File: config.mk
export PLATFORM = sky130hd
export DESIGN_NAME = stsq_sequencer
export DESIGN_NICKNAME = d
export VERILOG_FILES = /design/src/verilog/stsq_sequencer.v
export VERILOG_INCLUDE_DIRS = /design/src /design/src/verilog
export SDC_FILE = /design/constraint.sdc
export NUM_CORES = 1
export LEC_CHECK = 0
export BUFFER_PORTS_ARGS = -buffer_cell sky130_fd_sc_hd__buf_2
export CORE_MARGIN = 2
export CORE_UTILIZATION = 35
export DETAILED_ROUTE_END_ITERATION = 12
export GPL_TIMING_DRIVEN = 0
export SETUP_SLACK_MARGIN = 0.4
export SLEW_MARGIN = 15
export SYNTH_ARGS = -nofsm -noshare
export SYNTH_HDL_FRONTEND = slang
export SYNTH_SLANG_ARGS = --single-unit
File: constraint.sdc
create_clock -name clk_i -period 7.4 [get_ports clk_i]
set_input_delay 0.74 -clock clk_i [delete_from_list [all_inputs] [get_ports clk_i]]
set_output_delay 0.74 -clock clk_i [all_outputs]
set_load 0.02 [all_outputs]
File: src/verilog/stsq_defs.vh
// Constants for the self-test sequencer and lamp driver
`ifndef STSQ_DEFS_VH
`define STSQ_DEFS_VH
// ----------------------------------------
// Timing
// ----------------------------------------
`define STSQ_CLK_HZ 50000000
`define STSQ_LAMP_MS 2000
`define STSQ_LAMP_CYC ((`STSQ_CLK_HZ / 1000) * `STSQ_LAMP_MS)
// ----------------------------------------
// Test numbering
// ----------------------------------------
`define STSQ_FIRST_TEST 4'h1
`define STSQ_LAST_TEST 4'hE
`define STSQ_KEY_TEST 4'hE
`define STSQ_NVM_TEST 4'hC
`define STSQ_DEFAULT_COND 4'hF
`define STSQ_SEL_ONCE 5'h11
`define STSQ_SEL_LOOP 5'h12
`define STSQ_NVM_LIMIT 16'h0014
// ----------------------------------------
// Lamp reset values
// ----------------------------------------
`define STSQ_FRONT_ALL 8'hFF
`define STSQ_BOARD_ALL 6'h3F
`endif

File: src/verilog/stsq_sequencer.v
// Self-test sequencer with front-panel and board lamp reporting
`include "stsq_defs.vh"
`default_nettype none
// ----------------------------------------
// Behaviour notes
// ----------------------------------------
// The sequencer never runs a test itself. It only hands out start pulses
// and test numbers, then waits for the far side to answer with done and
// an optional failure flag plus subtest code.
// The subtest code is trusted only together with the failure flag. A test
// that is failed here on purpose (keypad held) reports no subtest.
// The board lamp timer is shared by the power-up display and the failure
// display. It must be wide enough for a two-second hold at the full
// processor clock, which takes 27 bits.
// Single-test repeat mode does not touch the front lamps when a test
// starts, so a failure stays latched until a full sequence is started.
// The repeat mode may be left at any point of the test cycle, not only
// while a result is awaited, so a one-cycle key pulse is never lost.
// A clean sequence ends with the keypad test number on the front lamps,
// so an operator sees the same code whichever way the run finished.
module stsq_sequencer #(
  parameter LAMP_CYC = `STSQ_LAMP_CYC // Two-second board lamp hold, in cycles
) (
  input wire clk_i, // Processor clock
  input wire rst_n_i, // Power-on reset, active low
  input wire diag_btn_i, // Recessed diagnostic button, high while held
  input wire key_held_i, // Any keypad key held down
  input wire menu_enter_key_i, // Menu enter key, one-cycle pulse
  input wire entry_key_i, // Any numeric entry key, one-cycle pulse
  input wire [4:0] menu_sel_i, // Number entered before the enter key
  input wire test_done_i, // Current test finished, one-cycle pulse
  input wire test_fail_i, // With done: test failed
  input wire [3:0] sub_num_i, // With done: failing subtest number
  input wire proc_err_i, // Processor error, one-cycle pulse
  input wire copy_done_i, // Program copy into working memory finished
  output reg test_start_o, // Start the test in test_num_o, one-cycle pulse
  output reg [3:0] test_num_o, // Test being run
  output reg nvm_write_en_o, // Memory write check allowed in this run
  output reg copy_start_o, // Start copying the program, one-cycle pulse
  output reg run_program_o, // Control handed to the copied program
  output reg menu_active_o, // Test menu open
  output reg [7:0] front_lamp_o, // Upper four lamps [7:4], weighted 8-4-2-1 [3:0]
  output reg [5:0] board_lamp_o, // Board lamps weighted 32 down to 1
  output reg [15:0] pass_count_o, // Loop passes
  output reg [15:0] fail_count_o, // Loop failures
  output reg [3:0] last_fail_test_o, // Test of most recent loop failure
  output reg [3:0] last_fail_sub_o // Subtest of most recent loop failure
);
  // ----------------------------------------
  // States
  // ----------------------------------------
  localparam [2:0] ST_POWER = 3'h0; // Power-up board lamp display
  localparam [2:0] ST_HOLD = 3'h1; // Button held, all front lamps lit, board lamps left as they were
  localparam [2:0] ST_START = 3'h2; // Issue start of current test
  localparam [2:0] ST_WAIT = 3'h3; // Await result of current test
  localparam [2:0] ST_FAIL = 3'h4; // Halted on failure
  localparam [2:0] ST_COPY = 3'h5; // Copy program to working memory
  localparam [2:0] ST_RUN = 3'h6; // Operating program running
  localparam [2:0] ST_IDLE = 3'h7; // Menu open, nothing running
  // Run modes
  localparam [1:0] MD_ONCE = 2'h0; // Sequence once then load program
  localparam [1:0] MD_MENU = 2'h1; // Sequence once from the menu
  localparam [1:0] MD_LOOP = 2'h2; // Endless sequence loop
  localparam [1:0] MD_SINGLE = 2'h3; // One test repeated

  reg [2:0] state; // Sequencer state
  reg [1:0] mode; // Current run mode
  reg [26:0] lamp_timer; // Board lamp hold counter, holds two seconds at full clock
  reg board_sub_pend; // Subtest still to be shown on board lamps
  reg [3:0] fail_sub; // Subtest of last failure
  reg key_stuck; // Key was held at sequence start
  reg [15:0] loop_count; // Loop iterations done
  reg btn_q; // Button last cycle

  // Next test in the fixed order: keypad test is run right after test 2
  function [3:0] next_test;
    input [3:0] cur;
    begin
      case (cur)
        4'h2: next_test = `STSQ_KEY_TEST;
        4'hE: next_test = 4'h3;
        4'hD: next_test = 4'h0;
        default: next_test = cur + 4'h1;
      endcase
    end
  endfunction

  // Board lamp code for a test, condition 15 never shown
  function [5:0] board_code;
    input [3:0] num;
    begin
      if (num == `STSQ_DEFAULT_COND) begin
        board_code = 6'h00;
      end else begin
        board_code = {2'b00, num};
      end
    end
  endfunction

  // ----------------------------------------
  // Edge detection and result decode
  // ----------------------------------------
  wire btn_press = diag_btn_i & ~btn_q; // Button press edge
  wire btn_release = ~diag_btn_i & btn_q; // Button release edge
  wire running = (state == ST_START) || (state == ST_WAIT);
  // A held key forces the keypad test to fail
  wire eff_fail = test_fail_i | (key_stuck & (test_num_o == `STSQ_KEY_TEST));
  wire [3:0] upcoming = next_test(test_num_o);
  // Subtest code counts only when the test itself reported failure
  wire [3:0] fail_code = test_fail_i ? sub_num_i : 4'h0;
  // Leaving single-test repeat: processor error or any entry key
  wire single_exit = (mode == MD_SINGLE) && (proc_err_i || entry_key_i);

  // ----------------------------------------
  // Sequencer
  // ----------------------------------------
  // Main state machine; all lamp outputs are registered
  always @(posedge clk_i or negedge rst_n_i) begin
    if (!rst_n_i) begin
      state <= ST_POWER;
      mode <= MD_ONCE;
      lamp_timer <= 27'h0000000;
      board_sub_pend <= 1'b0;
      fail_sub <= 4'h0;
      key_stuck <= 1'b0;
      loop_count <= 16'h0000;
      btn_q <= 1'b0;
      test_start_o <= 1'b0;
      test_num_o <= `STSQ_FIRST_TEST;
      nvm_write_en_o <= 1'b0;
      copy_start_o <= 1'b0;
      run_program_o <= 1'b0;
      menu_active_o <= 1'b0;
      front_lamp_o <= `STSQ_FRONT_ALL;
      board_lamp_o <= `STSQ_BOARD_ALL;
      pass_count_o <= 16'h0000;
      fail_count_o <= 16'h0000;
      last_fail_test_o <= 4'h0;
      last_fail_sub_o <= 4'h0;
    end else begin
      btn_q <= diag_btn_i;
      test_start_o <= 1'b0;
      copy_start_o <= 1'b0;
      // Board lamp timer: test number first, subtest after two seconds
      // Counts down to zero; the last step swaps test code for subtest code
      if (lamp_timer != 27'h0000000) begin
        lamp_timer <= lamp_timer - 27'h0000001;
        if (lamp_timer == 27'h0000001 && board_sub_pend) begin
          board_lamp_o <= {2'b00, fail_sub};
          board_sub_pend <= 1'b0;
        end
      end
      if (diag_btn_i && state != ST_POWER) begin
        // Button held: terminate whatever runs, light all front lamps
        state <= ST_HOLD;
        front_lamp_o <= `STSQ_FRONT_ALL;
        run_program_o <= 1'b0;
        menu_active_o <= 1'b0;
      end else begin
        case (state)
          ST_POWER: begin
            // Hold board lamps lit, then start the sequence
            // First cycle out of reset: arm the two-second hold once
            if (lamp_timer == 27'h0000000 && !board_sub_pend) begin
              if (board_lamp_o == `STSQ_BOARD_ALL && front_lamp_o == `STSQ_FRONT_ALL
                  && test_num_o == `STSQ_FIRST_TEST && !key_stuck && mode == MD_ONCE
                  && loop_count == 16'h0000 && !nvm_write_en_o && !copy_start_o) begin
                lamp_timer <= LAMP_CYC[26:0] - 27'h0000001;
                key_stuck <= key_held_i;
                nvm_write_en_o <= 1'b1;
              end
            end
            // Hold over: dark lamps mark the start of the sequence
            if (lamp_timer == 27'h0000001) begin
              board_lamp_o <= 6'h00;
              front_lamp_o <= 8'h00;
              state <= ST_START;
            end
          end
          ST_HOLD: begin
            if (btn_release) begin
              front_lamp_o <= 8'h00;
              key_stuck <= key_held_i;
              mode <= MD_ONCE;
              test_num_o <= `STSQ_FIRST_TEST;
              nvm_write_en_o <= 1'b1;
              state <= ST_START;
            end
          end
          ST_START: begin
            if (single_exit) begin
              // A key pulse between two repeats still ends the loop
              state <= ST_IDLE;
              menu_active_o <= 1'b1;
            end else begin
              // Issue the start pulse for the current test
              test_start_o <= 1'b1;
              // Repeat mode keeps a latched failure on the front lamps
              if (mode != MD_SINGLE) begin
                front_lamp_o <= {4'h0, test_num_o};
              end
              state <= ST_WAIT;
            end
          end
          ST_WAIT: begin
            if (single_exit) begin
              // Repeat mode leaves on error or an entry key, or when the button is held
              state <= ST_IDLE;
              menu_active_o <= 1'b1;
            end else if (test_done_i && eff_fail) begin
              fail_sub <= fail_code;
              // Failed test number, upper lamps dark
              if (test_num_o == `STSQ_FIRST_TEST || fail_code == 4'h0) begin
                front_lamp_o <= {4'h0, test_num_o};
              end else begin
                // One upper lamp lit marks a subtest code
                front_lamp_o <= {4'h1, fail_code};
              end
              board_lamp_o <= board_code(test_num_o);
              lamp_timer <= LAMP_CYC[26:0];
              board_sub_pend <= (test_num_o != `STSQ_FIRST_TEST);
              if (mode == MD_LOOP) begin
                fail_count_o <= fail_count_o + 16'h0001;
                last_fail_test_o <= test_num_o;
                last_fail_sub_o <= fail_code;
                test_num_o <= `STSQ_FIRST_TEST;
                loop_count <= loop_count + 16'h0001;
                nvm_write_en_o <= (loop_count + 16'h0001) < `STSQ_NVM_LIMIT;
                state <= ST_START;
              end else if (mode == MD_SINGLE) begin
                state <= ST_START;
              end else begin
                state <= ST_FAIL;
              end
            end else if (test_done_i) begin
              // Passed: pick the next step by run mode
              if (mode == MD_SINGLE) begin
                loop_count <= loop_count + 16'h0001;
                nvm_write_en_o <= (loop_count + 16'h0001) < `STSQ_NVM_LIMIT;
                state <= ST_START;
              end else if (upcoming != 4'h0) begin
                test_num_o <= upcoming;
                state <= ST_START;
              end else if (mode == MD_LOOP) begin
                pass_count_o <= pass_count_o + 16'h0001;
                test_num_o <= `STSQ_FIRST_TEST;
                loop_count <= loop_count + 16'h0001;
                nvm_write_en_o <= (loop_count + 16'h0001) < `STSQ_NVM_LIMIT;
                state <= ST_START;
              end else if (mode == MD_MENU || key_stuck) begin
                // Whole sequence passed: keypad test code is left lit
                front_lamp_o <= {4'h0, `STSQ_KEY_TEST};
                state <= ST_IDLE;
                menu_active_o <= 1'b1;
              end else begin
                // Whole sequence passed: keypad test code is left lit
                front_lamp_o <= {4'h0, `STSQ_KEY_TEST};
                copy_start_o <= 1'b1;
                state <= ST_COPY;
              end
            end
          end
          ST_FAIL: begin
            // Stay halted; the menu enter key opens the test menu
            if (menu_enter_key_i) begin
              menu_active_o <= 1'b1;
              state <= ST_IDLE;
            end
          end
          ST_COPY: begin
            if (copy_done_i) begin
              run_program_o <= 1'b1;
              state <= ST_RUN;
            end
          end
          ST_RUN: begin
            // Program owns the unit; only the button leaves this state
            state <= ST_RUN;
          end
          ST_IDLE: begin
            // Menu open: the enter key starts the selection entered
            if (menu_enter_key_i) begin
              menu_active_o <= 1'b0;
              key_stuck <= 1'b0;
              loop_count <= 16'h0000;
              nvm_write_en_o <= 1'b1;
              state <= ST_START;
              if (menu_sel_i == `STSQ_SEL_ONCE) begin
                mode <= MD_MENU;
                test_num_o <= `STSQ_FIRST_TEST;
                front_lamp_o <= 8'h00;
              end else if (menu_sel_i == `STSQ_SEL_LOOP) begin
                mode <= MD_LOOP;
                test_num_o <= `STSQ_FIRST_TEST;
                pass_count_o <= 16'h0000;
                fail_count_o <= 16'h0000;
                front_lamp_o <= 8'h00;
              end else if (menu_sel_i >= 5'h01 && menu_sel_i <= 5'h0E) begin
                mode <= MD_SINGLE;
                test_num_o <= menu_sel_i[3:0];
              end else begin
                // Unknown selection: stay in the menu
                menu_active_o <= 1'b1;
                state <= ST_IDLE;
              end
            end
          end
          default: begin
            // Unused code: restart from the power-up display
            state <= ST_POWER;
          end
        endcase
      end
      // A press during the power-up display still wins over it
      if (btn_press && state == ST_POWER) begin
        state <= ST_HOLD;
        front_lamp_o <= `STSQ_FRONT_ALL;
      end
    end
  end
endmodule
`default_nettype wire

# Yosys cells after proc, flatten, opt, wreduce, memory -nomap -nowiden
# Index checks and enable logic that the tools add are counted.
# op_classes
add_sub_neg	5
magnitude_cmp	3
eq_ne	62
muxes	146
bitwise_logic	8
n_reduce_logical	51
# op_table
operator	count
16-bit 2-to-1 mux	19
27-bit 2-to-1 mux	6
8-bit 2-to-1 mux	15
16-bit one-hot mux with 2 select lines	3
3-bit 2-to-1 mux	19
27-bit one-hot mux with 2 select lines	1
4-bit 2-to-1 mux	13
16-bit by 1-bit adder with 16-bit output (second input constant)	3
1-bit 2-to-1 mux	48
8-bit one-hot mux with 5 select lines	1
6-bit 2-to-1 mux	6
4-bit != test (second input constant)	9
27-bit by 1-bit == test with 1-bit output (second input constant)	1
27-bit zero test	1
27-bit nonzero test	1
27-bit by 1-bit subtractor with 27-bit output (second input constant)	1
2-bit != test (second input constant)	12
3-bit one-hot mux with 8 select lines	1
4-bit one-hot mux with 3 select lines	2
6-bit AND reduction	3
16-bit zero test	1
16-bit by 5-bit < comparator with 1-bit output (second input constant)	1
8-bit AND reduction	2
1-bit logical AND	14
other kinds (50)	92
# totals
register_bits	118
inputBits	19
output_inout_bits	63
wordCells	295

# Depth between registers and ports, before layout
# Gate-level depths: netlist (run 1).
# logic_depth
depth_word	12
mapped_depth	12
depth_no_buf	9

# Worst setup path after synthesis (run 1)
# OpenSTA, ideal clock, no wires.
# synth_timing
path_type	register to register
start	register test_num_o[0]
end	register menu_active_o
setup_ns	0.125
arrival_ns	2.547
required_time_ns	7.275
slack_ns	4.728
stages_incl_launch_ff	12
path_buffers	2
period_less_slack_ns	2.672
path_cell_list	dfstp_2 > buf_4 > inv_1 > ha_1 > and4b_1 > a31o_2 > o21bai_1 > or2_1 > buf_6 > o31ai_2 > o221ai_1 > mux2_4
# synth_between
elab_chain_len	6
word_cells_on_any_way	12
classes_between	add/sub (1); eq/ne (5); mux (1); bitwise (2); reduce/logical (3)
# synth_lines
element	line	rtl
start, declared	stsq_sequencer.v:37	output reg [3:0] test_num_o,
start signal, assigned	stsq_sequencer.v:129	test_num_o <= `STSQ_FIRST_TEST;
start signal, assigned	stsq_sequencer.v:185	test_num_o <= `STSQ_FIRST_TEST;
start signal, assigned	stsq_sequencer.v:226	test_num_o <= `STSQ_FIRST_TEST;
branches (longest 5 deep; another with 4-bit by 1-bit adder with 4-bit output)	--	
10-bit AND reduction (no source line) *	--	
end signal, assigned	stsq_sequencer.v:133	menu_active_o <= 1'b0;
end signal, assigned	stsq_sequencer.v:209	menu_active_o <= 1'b1;
end signal, assigned	stsq_sequencer.v:254	menu_active_o <= 1'b1;
end, declared	stsq_sequencer.v:41	output reg menu_active_o,
# Every way passes the cells marked *.
# A chain may end at the register's enable or synchronous reset.

# Final worst setup path (run 1)
# layout_timing
start	register test_num_o[0]
end	register pass_count_o[15]
# layout_between
elab_chain_len	6
word_cells_on_any_way	12
classes_between	add/sub (1); eq/ne (5); mux (1); bitwise (2); reduce/logical (3)
# layout_lines
element	line	rtl
branches (longest 5 deep; another with 4-bit by 1-bit adder with 4-bit output)	--	
11-bit AND reduction (no source line) *	--	
end signal, assigned	stsq_sequencer.v:245	pass_count_o <= pass_count_o + 16'h0001;
end, declared	stsq_sequencer.v:44	output reg [15:0] pass_count_o,
# Marks and branches as above.

==> impl_summary.md, run 1 <==
Outcome
The flow ran to the end, and the final reports show no timing, DRC or antenna violations.

Synth
The number of flops mapped to enable cells by yosys is 0. For this run, the number of Yosys warnings is 0. The leading register cell type out of synthesis is dfrtp_1.

By area the synthesized netlist is led by dfrtp_1, nand2_1, dfstp_2. Of all cell types, the one taking the most synthesized area is dfrtp_1. The number of standard cells after synthesis is 779. The cell area that synthesis handed to floorplanning was 6950 um^2. The sequential cell area fraction in the yosys report is 0.420.

The share of synthesized area in the top cell type comes to 0.371. The most frequent cell after synthesis is dfrtp_1. By count the netlist is led by dfrtp_1, nand2_1, nor2_1.

For this run, asynchronously set or reset flops after synthesis account for 1.00. After synthesis the netlist holds a flip-flop and latch count of 116. In this run the mean area of a mapped cell was 8.92 um^2.

The number of nets in the synthesized netlist is 807. The synthesized netlist contains 87 unique library cells.

Clock network
The clock tree from TritonCTS is yes. For this design, the sink count on the clock tree is 116. The clock latency reported for the late side of the worst-skew pair is 0.42 ns.

No sink is reached through more buffers than the 2 on the longest clock path. The number of gates given a new drive strength after cts is 0. The number of setup buffers added after CTS is 0. After clock tree synthesis, the flow added hold-fix buffers numbering 0. CTS placed an instance of clkbuf_16 at the clock tree root. The number of CTS-inserted buffers is 17.

The depth of the CTS H-tree is 4. The clock transition at the registers of the reported paths is 0.05 ns.

Global route
The overall track demand over capacity in global routing is 0.185. The sum of overflow across all layers after global routing is 0. Entering global routing, the biggest net connects 82 pins. The via count of the first global-routing pass came to 5,880. The initial antenna violation count is 0.

The first global-routing pass estimated 31.5 mm of wire.

Power and ir drop
The net switching component of the power is 1.06 mW. The switching part of the total power is 0.399. The power per unit of standard cell area is 321 nW/um^2.

The internal power of the cells totals 1.59 mW. The clock network fraction of total power is 0.273. The worst-case IR drop observed on VDD is 0.000112 V. The share of total power dissipated in sequential elements is 0.339. The share of total power dissipated in combinational logic is 0.388. The static leakage is 3.61 nW.

Floorplan
The region available for standard cell placement spans 19,500 um^2. In this run the horizontal extent of the chip is 145 um. The initial core utilization is 0.357. In this run the count of I/O pins placed on the die edge is 82.

The die covers 21,000 um^2. Row generation in the floorplan step produced 51 rows. The die outline height is 145 um.

Critical path
The number of buffers and inverters on the critical path is 2. The start of the worst register-to-register path is test_num_o[0]$_DFFE_PN1P_. The worst setup path category is reg2reg.

The worst setup path is captured at a flip-flop. Tracing the worst setup path back leads to its startpoint at test_num_o[0]$_DFFE_PN1P_. The data arrival time at the worst-slack endpoint is 3.45 ns. At the worst endpoint, the required time is 7.74 ns. STA classifies the critical path startpoint as a flip-flop. Setup slack on the worst reg-to-reg path comes out at 4.29 ns. The largest single stage delay on the critical path is 0.56 ns. Broken down by cell family, the worst path's largest delay share belongs to simple AND/OR/NAND/NOR gates. The maximum fanout along the worst path is 10. The worst flop-to-flop path endpoint is pass_count_o[15]$_DFFE_PN0P_. The depth of the most critical reg-to-reg path is 10. On the critical path, the stage with the largest delay is an instance of dfstp_2. The signal on the critical path passes through buf_4 > inv_1 > ha_1 > a41o_1 > nand2_2 > a31oi_1 > nor4_1 > nand3_1 > or3_1 > a21oi_1.

Detailed routing
The number of search-and-repair iterations in the first detailed-routing pass is 5. The residual DRC count is 0. After detailed routing, the number of vias per cell comes to 5.33. The post-detailed-routing wire length is 19.1 mm. The count of nets left with antenna violations once routing finished came out at 0. After the first detailed-routing iteration, the DRC count stood at 530. The routed layout has 6,164 vias. After detailed routing, the average wire length per cell comes to 16.5 um.

Layout
The area of the multi-input gates is 3770 um^2. The area of all sequential standard cells is 2920 um^2. Relative to the synthesized area, the layout overhead comes to 18.4%. The repair_antennas step left the layout with diodes totalling 0. The filler cells instantiated in the layout total 1,955. The number of nets in the layout is 907.

In the final layout, the share of cells above drive strength 1 is 0.193. The final core utilization is 0.423.

Timing
The ratio of final minimum period to clock period is 0.420. Setup repair after global routing left no endpoint under its margin. The max-slew headroom at the worst pin is 0.490. For the pin with the worst max-slew slack, the measured transition is 0.762 ns. The worst path in the final design needs a cycle of 3.11 ns, including I/O delays and setup. The max-slew violation total from the final report is 0. The peak clock frequency supported by timing is 0.321 GHz. The final setup violation count is 0. The setup skew after layout is 0.00975 ns. Adding up every negative setup slack in the final design gives 0 ns. The number of failing hold endpoints at the final stage is 0.

Place
The total half-perimeter wirelength after legalization and detailed placement is 13.9 mm. At the end of routability-driven placement, the weighted congestion stood at 0.928. During placement, the flow inserted port buffers numbering 80.

Min path
In this run the worst hold path is classified as in2async.

Job
The max-cap violation count is 0.
through the flow:
stage | total power, mW | std cells | instance area (um^2) | hold slack [ns] | setup slack [ns]
finish | 2.64 | 1157 | 8230 | 0.218 | 4.29
global route | 2.82 | 1157 | 8230 | 0.231 | 3.99
CTS | 2.65 | 1157 | 8230 | 0.222 | 4.29
detailed placement | 1.92 | 1125 | 7720 | 0.471 | 4.31
global placement | 1.90 | 1124 | 7680 | 0.461 | 4.04
floorplan | 1.60 | 779 | 6950 | 0.444 | 4.73
cell usage in the layout, fill, tap and decap left out, drive strengths merged, types with 6 or more instances in the layout:
cell type	n
ha	9
nor2	86
xor2	35
xnor2	21
buf	101
nand2	98
clkbuf	46
and2	9
nand2b	7
o31ai	6
and3	17
o21ai	61
a31oi	11
nand3	32
dfrtp	103
nand4	20
dfstp	13
a21oi	40
o211ai	6
nor3	18
inv	15
or3	24
nor4	19
worst max-delay path by stage:
stage,cells after the start,slack (ns),end
after floorplan,11,4.73,menu_active_o$_DFFE_PN0P_
after global placement,1,4.04,loop_count[9]$_DFFE_PN0P_
after detailed placement,10,4.31,pass_count_o[15]$_DFFE_PN0P_
after CTS,10,4.29,pass_count_o[15]$_DFFE_PN0P_
after global routing,10,3.99,pass_count_o[15]$_DFFE_PN0P_
final,10,4.29,pass_count_o[15]$_DFFE_PN0P_
flip-flops by register name (all words and copies together) (netlist names), 4 cells and up:
register and count:
fail_sub 4, last_fail_sub_o 4, test_num_o 4, pass_count_o 16
lamp_timer 27, last_fail_test_o 4, board_lamp_o 6, fail_count_o 16
front_lamp_o 6, loop_count 16
area by class of cell:
cell class	count	share of cell area
Buffer	40	0.0254
Clock buffer	26	0.0582
Clock inverter	6	0.00395
Inverter	15	0.00684
Multi-Input combinational cell	608	0.458
Sequential cell	116	0.355
Tap cell	265	0.0403
Timing Repair Buffer	81	0.0528
worst reg2reg max path: cells and delay by family, from the launching register on:
kind / cells / cell delay [ns]
AND/OR/NAND/NOR: 4 / 1.35
buffers and inverters: 2 / 0.28
flip-flops: 1 / 0.56
AO/OA/AOI/OAI: 3 / 0.56
adder cells (fa/ha/maj): 1 / 0.29
power by group through the flow:
stage / combinational (mW) / clock [mW] / sequential [mW]
after floorplan: 0.666 / 0 / 0.937
after global placement: 1.00 / 0 / 0.902
after detailed placement: 1.01 / 0 / 0.906
after CTS: 1.02 / 0.737 / 0.896
after global routing: 1.13 / 0.769 / 0.917
final: 1.03 / 0.721 / 0.896
layer usage:
metal	vias up	global-route usage	part of all wire
li1	3022	-	-
met1	2933	0.268	0.50
met2	177	0.271	0.43
met3	32	0.0365	0.048
met4	0	0.0693	0.025
met5	-	0	0
cells by family (layout without fill, tap and decap cells):
group,Yosys count,in the layout,synth area share
buf+inv,55,168,0.0382
mux,10,10,0.0180
flops,116,116,0.420
xor+xnor,56,56,0.0706
compound gates,170,170,0.156
simple gates,363,363,0.281
fa+ha+maj,9,9,0.0162
No activity file was read; power rests on OpenSTA's default activity.
==> run 2, diff against run 1 <==
ABC_AREA = 1   (was default)
clock period = 3 ns   (was 7.4 ns; I/O delays follow)
==> impl_summary.md, run 2 <==
Detailed routing
The via density per instance is 5.07. The first routing iteration left 466 violations. The remaining antenna violation count after routing is 0. In the final routed layout, each cell accounts on average for 15.2 um.

The pre-antenna-repair detailed-routing pass consisted of 5 iterations. For this run, design rule violations remaining after detail routing come to 0. The via count is 7,554. Wires add up to 22.6 mm.

Synth
The count of unique library cells instantiated by Yosys is 41. In the synthesized netlist the async set-or-reset flop fraction comes to 1.00. The leading register cell type out of synthesis is dfrtp_1.

The total of flip-flops plus latches after synthesis is 116. Yosys attributes the largest share of cell area to dfrtp_1, nand2_1, nor2_1. The cell area that synthesis handed to floorplanning was 7560 um^2. The number of synthesis warnings is 0. The mean cell area of the mapped netlist is 6.90 um^2. The share of the synthesized area in the top cell type is 0.341. Yosys instantiated no cell more often than nand2_1. Counting every net in the synthesized netlist gives 1,124. The sequential cell area fraction in the yosys report is 0.386.

The synthesized design contains 0 enable-type register cells. The commonest cells after synthesis are nand2_1, nor2_1, dfrtp_1. The synthesized design spends more area on one cell type than any other, namely dfrtp_1. The number of standard cells after synthesis is 1,096.

Global route
Entering global routing, the biggest net connects 70 pins. The overall track demand over capacity in global routing is 0.208. The sum of overflow across all layers after global routing is 0.

The via count of the first global-routing pass was 7,123. The global-route wire length before repair is 37.3 mm. The initial antenna violation count came to 0.

Critical path
In this run the register-to-register setup slack is 0.58 ns. The maximum cell stage delay along the critical path is 0.38 ns. In this design, the largest share of critical-path delay is due to simple AND/OR/NAND/NOR gates. Measured in cells, the most critical reg-to-reg path has a length of 13. The critical-path cell with the highest stage delay is dfstp_2. The start of the worst register-to-register path is test_num_o[0]$_DFFE_PN1P_. The worst setup path is captured at a flip-flop. The required time of the critical path is 3.35 ns. The total buffers and inverters traversed by the critical path is 4. The critical path goes through inv_1 > ha_1 > nand3_2 > o21bai_2 > nand2_4 > inv_2 > nand2_2 > nand2_1 > nand3_2 > inv_2 > buf_6 > nand4_1 > o21ai_1. STA classifies the critical path startpoint as a flip-flop. For the worst setup path, the data arrival time is 2.76 ns.

The maximum fanout along the worst path is 10. The worst setup path category is reg2reg. The worst flop-to-flop path endpoint is fail_count_o[13]$_DFFE_PN0P_.

Floorplan
The die outline height is 151 um. The initial core utilization is 0.358. Measured along the x axis, the die boundary spans 151 um.

The core region is 21,100 um^2. Pin placement for this block handled 82 I/O pins. The die outline area is 22,800 um^2. The initialized floorplan defines 53 standard-cell rows.

Clock network
The number of sinks handled by clock tree synthesis is 116. The number of CTS-inserted buffers is 17. The tree is rooted in a clkbuf_16. The H-tree was split into 4 levels. For the worst-skew pair, the clock arrives at the later sink with an insertion delay of 0.42 ns. The buffer levels on the longest clock path is 2. After clock tree synthesis, the clock-pin slew on the worst setup and hold paths is 0.06 ns. The clock tree from TritonCTS is yes.

Timing
Setup repair after global routing could not meet its margin everywhere. The final setup violation count is 0. The max-slew headroom at the worst pin is 0.502.

The number of failing hold endpoints at the final stage came to 0. At the pin with the least slew margin, the transition time is 0.746 ns. The final critical delay including setup and external delays is 2.42 ns. After routing, the total negative slack on setup checks comes to 0 ns. The ratio of final minimum period to clock period is 0.806.

The setup skew after layout is 0.0129 ns. The peak clock frequency supported by timing is 0.414 GHz. The max-slew violation total from the final report is 0.

Outcome
The flow ran to the end, and the final reports show no timing, DRC or antenna violations.

Min path
The source of the worst hold timing path is diag_btn_i. The cell count of the worst hold path is 1. The worst hold path belongs to the class in2reg. The capture endpoint of the worst hold path is btn_q$_DFF_PN0_.

Place
The final RePlAce weighted congestion is 0.921. The count of input and output buffers is 81. Once placement finished, the instance area stood at 8340 um^2. The wire-length estimate of the detail-placed layout is 17.2 mm.

Layout
The layout has 2,233 filler cells. Once layout is done, the placed cells without fillers occupy 8970 um^2. The top register by number of flip-flops is lamp_timer. The commonest non-fill, non-tap cell in the layout is nand2_1. The final core utilization is 0.425. Relative to the synthesized area, the layout overhead comes to 18.6%. In the layout the commonest cells are nand2_1, nor2_1, dfrtp_1, inv_1, buf_2. The repair_antennas step left the layout with diodes totalling 0. After the last flow step, the layout net total stands at 1,229. Of the cells placed in the final design, the portion with a size suffix greater than 1 is 0.163. The register with the most flip-flops in the layout has 27 of them.

Job
The max-cap violation count is 0.

Power and ir drop
IR analysis of the VDD net gives a maximum drop of 0.000458 V. Power spread over the standard cell area amounts to 881 nW/um^2. In this run the static leakage power is 4.26 nW.
## run 2: cell type report
class	count	area, um^2	area share
Buffer	25	136	0.0152
Clock buffer	18	429	0.0479
Clock inverter	14	128	0.0142
Inverter	115	435	0.0486
Multi-Input combinational cell	840	4100	0.457
Sequential cell	116	2920	0.326
Tap cell	275	344	0.0384
Timing Repair Buffer	86	472	0.0526
## run 2: worst max path at each step
| stage | end | from | depth (start not counted) |
|---|---|---|---|
| after floorplan | loop_count[7]$_DFFE_PN0P_ | test_num_o[0]$_DFFE_PN1P_ | 12 |
| after global placement | pass_count_o[11]$_DFFE_PN0P_ | rst_n_i | 1 |
| after detailed placement | loop_count[13]$_DFFE_PN0P_ | test_num_o[0]$_DFFE_PN1P_ | 12 |
| after CTS | lamp_timer[21]$_DFF_PN0_ | lamp_timer[0]$_DFF_PN0_ | 13 |
| after global routing | lamp_timer[21]$_DFF_PN0_ | lamp_timer[0]$_DFF_PN0_ | 13 |
| final | fail_count_o[13]$_DFFE_PN0P_ | test_num_o[0]$_DFFE_PN1P_ | 13 |
## run 2: kinds of logic after synthesis
| family | Yosys count | share of synthesized area |
|---|---|---|
| and+or+nand+nor | 646 | 0.371 |
| AOI/OAI and AO/OA | 150 | 0.111 |
| buffers and inverters | 140 | 0.0755 |
| DFF | 116 | 0.386 |
| xor gates and xnor gates | 35 | 0.0406 |
| adders and majority gates | 9 | 0.0149 |
## run 2: timing repair
item                                   in CTS  in global routing
endpoints found under the hold margin      41                  0
hold buffers                                1                  0
buffers inserted                            0                  3
gates resized for setup                     4                  5
setup endpoints to repair                  18                 74
## run 2: power breakdown
part	switching (mW)	internal (mW)	leakage (nW)	total, mW
sequential	0.467	2.02	1.44	2.49
combinational	2.34	1.14	2.56	3.47
clock	0.790	1.15	0.263	1.94
## run 2: stage by stage
stage	hold WS [ns]	cells	total power, mW	setup WS (ns)
CTS	0.0491	1486	7.88	0.404
global placement	0.453	1452	5.87	0.0159
global route	0.0475	1489	8.53	0.397
detailed placement	0.279	1453	5.91	0.279
finish	0.0607	1489	7.90	0.582
floorplan	0.00441	1096	4.86	0.820
## run 2: routing by layer
metal  vias up  share of wire  routed length, um  global-route usage
met4         0          0.013                303              0.0542
met3        19          0.043                972              0.0325
met1      3516           0.49              11100               0.302
li1       3823              -                  -                   -
met5         -              0                  0                   0
met2       196           0.45              10200               0.324
